--- src/verilog/irc_pkg.sv ---
package irc_pkg;

   // Register map, byte addresses on the Avalon-MM slave.
   localparam int IRC_ADDR_W = 4;
   localparam logic [IRC_ADDR_W-1:0] IRC_OFS_MODE = 4'h0;
   localparam logic [IRC_ADDR_W-1:0] IRC_OFS_STATUS = 4'h4;

   // Mode register layout.
   localparam int IRC_MODE_W = 16;
   localparam logic [IRC_MODE_W-1:0] IRC_MODE_RESET = 16'h0000;
   localparam int IRC_BIT_SELECT = 7;
   localparam int IRC_DIV_HI = 6;
   localparam int IRC_DIV_LO = 3;
   localparam int IRC_BIT_PSEL = 2;
   localparam logic [IRC_MODE_W-1:0] IRC_MODE_WMASK = 16'h00FC;

   // Status register layout.
   localparam int IRC_ST_CLK = 0;
   localparam int IRC_ST_TXPULSE = 1;
   localparam int IRC_ST_RXZERO = 2;
   localparam int IRC_ST_MODE = 3;

   // Bit timing counted in 16x oversampling ticks and in timing clock half periods.
   localparam logic [3:0] IRC_TICKS_LAST = 4'hF;
   localparam logic [3:0] IRC_PULSE_TICKS = 4'h3;
   localparam logic [4:0] IRC_RX_BIT_TICKS = 5'h10;
   localparam logic [1:0] IRC_PULSE_HALVES = 2'h3;

   typedef logic [IRC_MODE_W-1:0] irc_mode_t;

endpackage

--- src/verilog/irc_codec.sv ---
// The register addresses and the Avalon-MM slave port were chosen for this implementation.
`timescale 1ns/100ps
module irc_codec
(
   input wire logic core_clk,
   input wire logic sys_rst,
   input wire logic [irc_pkg::IRC_ADDR_W-1:0] avs_address,
   input wire logic avs_read,
   input wire logic avs_write,
   input wire logic [31:0] avs_writedata,
   input wire logic [3:0] avs_byteenable,
   output logic [31:0] avs_readdata,
   output logic avs_waitrequest,
   input wire logic serialTxData,
   input wire logic serialTick16,
   output logic serialRxData,
   output logic opticalTxOut,
   input wire logic opticalRxIn
);
   import irc_pkg::*;

   irc_mode_t modeReg;
   irc_mode_t next_modeReg;
   logic busAck;
   logic next_busAck;
   logic [31:0] next_avs_readdata;

   logic infraredSelect;
   logic [3:0] pulseClockDivider;
   logic widthSelect;

   logic [3:0] divCnt;
   logic [3:0] next_divCnt;
   logic pulseTimingClock;
   logic next_pulseTimingClock;
   logic timingEdge;

   logic txPrev;
   logic txEdge;
   logic [3:0] txPhase;
   logic [3:0] next_txPhase;
   logic [1:0] halfCnt;
   logic [1:0] next_halfCnt;
   logic txPulse;
   logic next_opticalTxOut;

   logic rxMeta;
   logic rxSync;
   logic rxPrev;
   logic rxRise;
   logic [4:0] rxCnt;
   logic [4:0] next_rxCnt;
   logic rxBitZero;
   logic next_serialRxData;

   function automatic logic [31:0] readWord(input logic [IRC_ADDR_W-1:0] addr, input irc_mode_t mode,
                                            input logic [3:0] st);
      logic [31:0] word;
      word = 32'h0000_0000;
      if (addr == IRC_OFS_MODE)
      begin
         word[IRC_MODE_W-1:0] = mode & IRC_MODE_WMASK;
      end
      else if (addr == IRC_OFS_STATUS)
      begin
         word[3:0] = st;
      end
      return word;
   endfunction

   assign infraredSelect = modeReg[IRC_BIT_SELECT];
   assign pulseClockDivider = modeReg[IRC_DIV_HI:IRC_DIV_LO];
   assign widthSelect = modeReg[IRC_BIT_PSEL];

   // One wait cycle on every access: the answer stands in the cycle after the request is seen.
   assign avs_waitrequest = (avs_read | avs_write) & ~busAck;

   always_comb
   begin
      logic [3:0] st;
      st = 4'h0;
      st[IRC_ST_CLK] = pulseTimingClock;
      st[IRC_ST_TXPULSE] = txPulse;
      st[IRC_ST_RXZERO] = rxBitZero;
      st[IRC_ST_MODE] = infraredSelect;
      next_busAck = (avs_read | avs_write) & ~busAck;
      next_avs_readdata = avs_read ? readWord(avs_address, modeReg, st) : 32'h0000_0000;
      next_modeReg = modeReg;
      if (avs_write && busAck && avs_address == IRC_OFS_MODE && avs_byteenable[0])
      begin
         next_modeReg = {8'h00, avs_writedata[7:0]} & IRC_MODE_WMASK;
      end
   end

   always_ff @(posedge core_clk)
   begin
      if (sys_rst)
      begin
         modeReg <= IRC_MODE_RESET;
         busAck <= 1'b0;
         avs_readdata <= 32'h0000_0000;
      end
      else
      begin
         modeReg <= next_modeReg;
         busAck <= next_busAck;
         avs_readdata <= next_avs_readdata;
      end
   end

   // Timing clock: toggles every N+1 core cycles, a period of 2N+2.
   always_comb
   begin
      timingEdge = (divCnt == pulseClockDivider);
      next_divCnt = timingEdge ? 4'h0 : divCnt + 4'h1;
      next_pulseTimingClock = timingEdge ? ~pulseTimingClock : pulseTimingClock;
   end

   always_ff @(posedge core_clk)
   begin
      if (sys_rst)
      begin
         divCnt <= 4'h0;
         pulseTimingClock <= 1'b0;
      end
      else
      begin
         divCnt <= next_divCnt;
         pulseTimingClock <= next_pulseTimingClock;
      end
   end

   // Transmit: bit phase follows the serial port's own oversampling tick.
   always_comb
   begin
      txEdge = serialTxData != txPrev;
      next_txPhase = txEdge ? 4'h0 : (serialTick16 ? txPhase + 4'h1 : txPhase);
      if (txEdge || (serialTick16 && txPhase == IRC_TICKS_LAST))
      begin
         next_halfCnt = 2'h0;
      end
      else if (timingEdge && halfCnt != IRC_PULSE_HALVES)
      begin
         next_halfCnt = halfCnt + 2'h1;
      end
      else
      begin
         next_halfCnt = halfCnt;
      end
      if (widthSelect)
      begin
         txPulse = ~serialTxData & (txEdge | halfCnt < IRC_PULSE_HALVES);
      end
      else
      begin
         txPulse = ~serialTxData & (txEdge | txPhase < IRC_PULSE_TICKS);
      end
      next_opticalTxOut = infraredSelect ? txPulse : serialTxData;
   end

   always_ff @(posedge core_clk)
   begin
      if (sys_rst)
      begin
         txPrev <= 1'b1;
         txPhase <= 4'h0;
         halfCnt <= 2'h3;
         opticalTxOut <= 1'b0;
      end
      else
      begin
         txPrev <= serialTxData;
         txPhase <= next_txPhase;
         halfCnt <= next_halfCnt;
         opticalTxOut <= next_opticalTxOut;
      end
   end

   // Receive: a pulse holds the decoded line low for one bit time of sixteen ticks.
   always_comb
   begin
      rxRise = rxSync & ~rxPrev;
      if (rxRise)
      begin
         next_rxCnt = IRC_RX_BIT_TICKS;
      end
      else if (serialTick16 && rxCnt != 5'h00)
      begin
         next_rxCnt = rxCnt - 5'h01;
      end
      else
      begin
         next_rxCnt = rxCnt;
      end
      rxBitZero = rxRise | (rxCnt != 5'h00);
      next_serialRxData = infraredSelect ? ~rxBitZero : rxSync;
   end

   always_ff @(posedge core_clk)
   begin
      if (sys_rst)
      begin
         rxMeta <= 1'b0;
         rxSync <= 1'b0;
         rxPrev <= 1'b0;
         rxCnt <= 5'h00;
         serialRxData <= 1'b1;
      end
      else
      begin
         rxMeta <= opticalRxIn;
         rxSync <= rxMeta;
         rxPrev <= rxSync;
         rxCnt <= next_rxCnt;
         serialRxData <= next_serialRxData;
      end
   end

   logic [4:0] hiCnt;
   always_ff @(posedge core_clk)
   begin
      if (sys_rst || timingEdge)
      begin
         hiCnt <= 5'h00;
      end
      else
      begin
         hiCnt <= hiCnt + 5'h01;
      end
   end
endmodule // irc_codec

--- config.mk ---
export PLATFORM = sky130hd
export DESIGN_NAME = irc_codec
export DESIGN_NICKNAME = d
export VERILOG_FILES = /design/src/verilog/irc_pkg.sv /design/src/verilog/irc_codec.sv
export SDC_FILE = /design/constraint.sdc
export NUM_CORES = 1
export LEC_CHECK = 0
export BUFFER_PORTS_ARGS = -buffer_cell sky130_fd_sc_hd__buf_2
export CORE_AREA = 3 3 86 88
export CTS_CLUSTER_SIZE = 14
export DETAILED_ROUTE_END_ITERATION = 8
export DIE_AREA = 0 0 89 91
export PLACE_DENSITY = 0.47
export RECOVER_POWER = 25
export SETUP_SLACK_MARGIN = 0.02
export SYNTH_ARGS = -nofsm -noshare
export SYNTH_HDL_FRONTEND = slang
export SYNTH_SLANG_ARGS = --single-unit
--- constraint.sdc ---
create_clock -name core_clk -period 3.1 [get_ports core_clk]
set_clock_uncertainty 0.1 [all_clocks]
set_input_delay 0.465 -clock core_clk [delete_from_list [all_inputs] [get_ports core_clk]]
set_output_delay 0.465 -clock core_clk [all_outputs]
set_load 0.005 [all_outputs]
==> results.sh <==
export IMPL_dieHeight_um=91
export IMPL_synthSimpleGateAreaFrac=0.226
export IMPL_worst_path_largest_cell_delay_ns=0.78
export IMPL_drive_above_1_share=0.203
export IMPL_routed_via_density=4.06
export IMPL_diodes=0
export IMPL_ys_ff_latch=37
export IMPL_fin_area_mm2=0.00186
export IMPL_gr_usage_all_layers=0.0753
export IMPL_grt_pass1_wl_mm=4.65
export IMPL_cts_hold_buffers=0
export IMPL_post_cts_resized=0
export IMPL_start_util=0.245
export IMPL_synth_edff_count=0
export IMPL_root_buffer="clkbuf_8"
export IMPL_crit_chain="clkbuf_1 > nor2b_1 > and3b_1 > a22o_2"
export IMPL_ys_async_sr_fraction=0
export IMPL_setup_violations=0
export IMPL_final_nets=252
export IMPL_seq_area_frac_synth=0.450
export IMPL_synth_top_family_by_area="simple AND/OR/NAND/NOR gates"
export IMPL_grt_max_degree=25
export IMPL_worst_r2r_setup_slack_ns=1.41
export IMPL_grt_ovfl_total=0
export IMPL_io_pins=82
export IMPL_min_path_type="in2reg"
export IMPL_vias=1144
export IMPL_ant_nets=0
export IMPL_die_area_mm2=0.00810
export IMPL_hpwlAfterDp_mm=2.15
export IMPL_grt_pass1_vias=1014
export IMPL_slew_violations=0
export IMPL_cp_max_fo=24
export IMPL_io_buffers=28
export IMPL_max_cap_violations=0
export IMPL_synth_compound_area_frac=0.0510
export IMPL_synthMuxAreaShare=0.0426
export IMPL_worstMarginPinSlew_ns=1.08
export IMPL_cts_buffers=5
export IMPL_syn_area_mm2=0.00165
export IMPL_routed_wl_mm=2.93
export IMPL_hold_viol_final=0
export IMPL_avgSynthCellArea_um2=9.62
export IMPL_power_density_mw_per_mm2=577
export IMPL_synth_area_top_cells="dfxtp_1, buf_4, xor2_1"
export IMPL_crit_required_ns=3.19
export IMPL_placed_cell_area_mm2=0.00178
export IMPL_synth_area_leader_cell="dfxtp_1"
export IMPL_cts_buffer_depth=2
export IMPL_clk_pin_slew_ns=0.07
export IMPL_route_detailed_drc=0
export IMPL_synth_xor_area_frac=0.0745
export IMPL_cpMaxStageDelayCell="clkbuf_1"
export IMPL_yosysMostFrequentCell="dfxtp_1"
export IMPL_slew_limit_headroom=0.279
export IMPL_end_kind="flip-flop"
export IMPL_rsz0062_at_grt="false"
export IMPL_ir_drop_v=0.000210
export IMPL_synth_top_cell_area_share=0.450
export IMPL_cts_sinks=37
export IMPL_htreeDepth=2
export IMPL_path_delay_family="buffers and inverters"
export IMPL_synthCells=171
export IMPL_synth_adder_area_share=0.0304
export IMPL_synthDistinctLibCells=35
export IMPL_routedWlPerCell_um=10.4
export IMPL_fillCellCount=733
export IMPL_rows=30
export IMPL_synth_commonest_cells="dfxtp_1, buf_4, nor2_1"
export IMPL_crit_arrival_ns=1.98
export IMPL_cts_tree="done"
export IMPL_startpoint_type="primary input"
export IMPL_max_freq_mhz=529
export IMPL_die_x_um=89
export IMPL_synth_main_ff_cell="dfxtp_1"
export IMPL_criticalPathCategory="in2reg"
export IMPL_postCtsSetupBuffers=0
export IMPL_p_leak_nw=0.827
export IMPL_syn2layout_area_growth_pct=13.1
export IMPL_yosysWarnings=0
export IMPL_status="finished clean"
export IMPL_setup_tns_ns=0
export IMPL_antenna_found_initial=0
export IMPL_min_period_ns=1.89
export IMPL_insertion_delay_ns=0.29
export IMPL_first_iter_violations=23
export IMPL_finalCritPeriodShare=0.610
export IMPL_coreArea_mm2=0.00672
export IMPL_drt_pass1_iter_count=4
export IMPL_place_congestion=0.708
export IMPL_path_buf_inv=1
## flip-flops by register name, summed over array words and instances (netlist names), 2 cells and up
name	count
avs_readdata	8
divCnt	4
halfCnt	2
modeReg	6
rxCnt	5
txPhase	4
## final cells by class
type | instances | area (µm²) | area share
multi-input cells | 127 | 788 | 0.424
repair buffers | 28 | 138 | 0.0740
well taps | 80 | 100 | 0.0538
clock inverters | 3 | 17.5 | 0.00941
flip-flops and latches | 37 | 741 | 0.398
inverters | 2 | 7.51 | 0.00403
clock buffers | 5 | 68.8 | 0.0370
## worst min-delay path, stage by stage
cell and delay, ns:
buf_2 0.07, mux2i_1 0.05, nor2_1 0.07
## report_power, final
group          switching, mW  leakage [nW]  total [mW]  internal (mW)
clock                  0.169        0.0439       0.324          0.155
sequential            0.0256         0.302       0.537          0.511
combinational          0.119         0.481       0.213         0.0939
total                  0.314         0.827        1.07          0.760
## kinds of logic after synthesis
| logic type | after synthesis |
|---|---|
| simple gates | 66 |
| flops | 37 |
| fa+ha+maj | 4 |
| compound gates | 12 |
| other cells | 1 |
| mux | 7 |
| xor+xnor | 14 |
| buf+inv | 30 |
## layout by cell type (no fill, tap or decap), types with 3 or more instances in the layout
master and count:
nand2_1 5, xnor2_1 4, nand3_1 7, or2_2 3
nor2b_1 7, dfxtp_1 37, and2_1 5, conb_1 24
mux2i_1 7, buf_2 26, xor2_1 10, nor2_1 20
clkbuf_8 5, nor3_1 8, ha_1 4, a21oi_1 3
## layer usage
layer  vias to the layer above  part of all wire  track usage
li1                        585                 -            -
met1                       516              0.45       0.0888
met2                        37              0.44        0.113
met3                         6             0.085       0.0327
met4                         0             0.026       0.0409
met5                         -                 0            0
## path summary, 6_finish.rpt
| path | cells past startpoint | startpoint | to |
|---|---|---|---|
| max | 4 | sys_rst | avs_readdata[3]$_SDFF_PP0_ |
| min | 3 | avs_writedata[5] | modeReg[5]$_SDFFE_PP0P_ |
| max reg2reg | 6 | rxCnt[0]$_SDFFE_PP0P_ | rxCnt[2]$_SDFFE_PP0P_ |
| min reg2reg | 1 | rxMeta$_SDFF_PP0_ | rxSync$_SDFF_PP0_ |
## through the flow
stage | cells | setup slack, ns | power (mW) | hold slack (ns) | utilization
final | 282 | 1.21 | 1.07 | 0.303 | 0.277
after global routing | 282 | 1.03 | 1.14 | 0.315 | 0.277
after CTS | 282 | 1.40 | 1.09 | 0.302 | 0.277
after detailed placement | 274 | 1.16 | 0.763 | 0.325 | 0.264
after global placement | 274 | 1.17 | 0.760 | 0.324 | 0.264
after floorplan | 194 | 1.47 | 0.740 | 0.314 | -
Power figures use the tool's default switching activity.
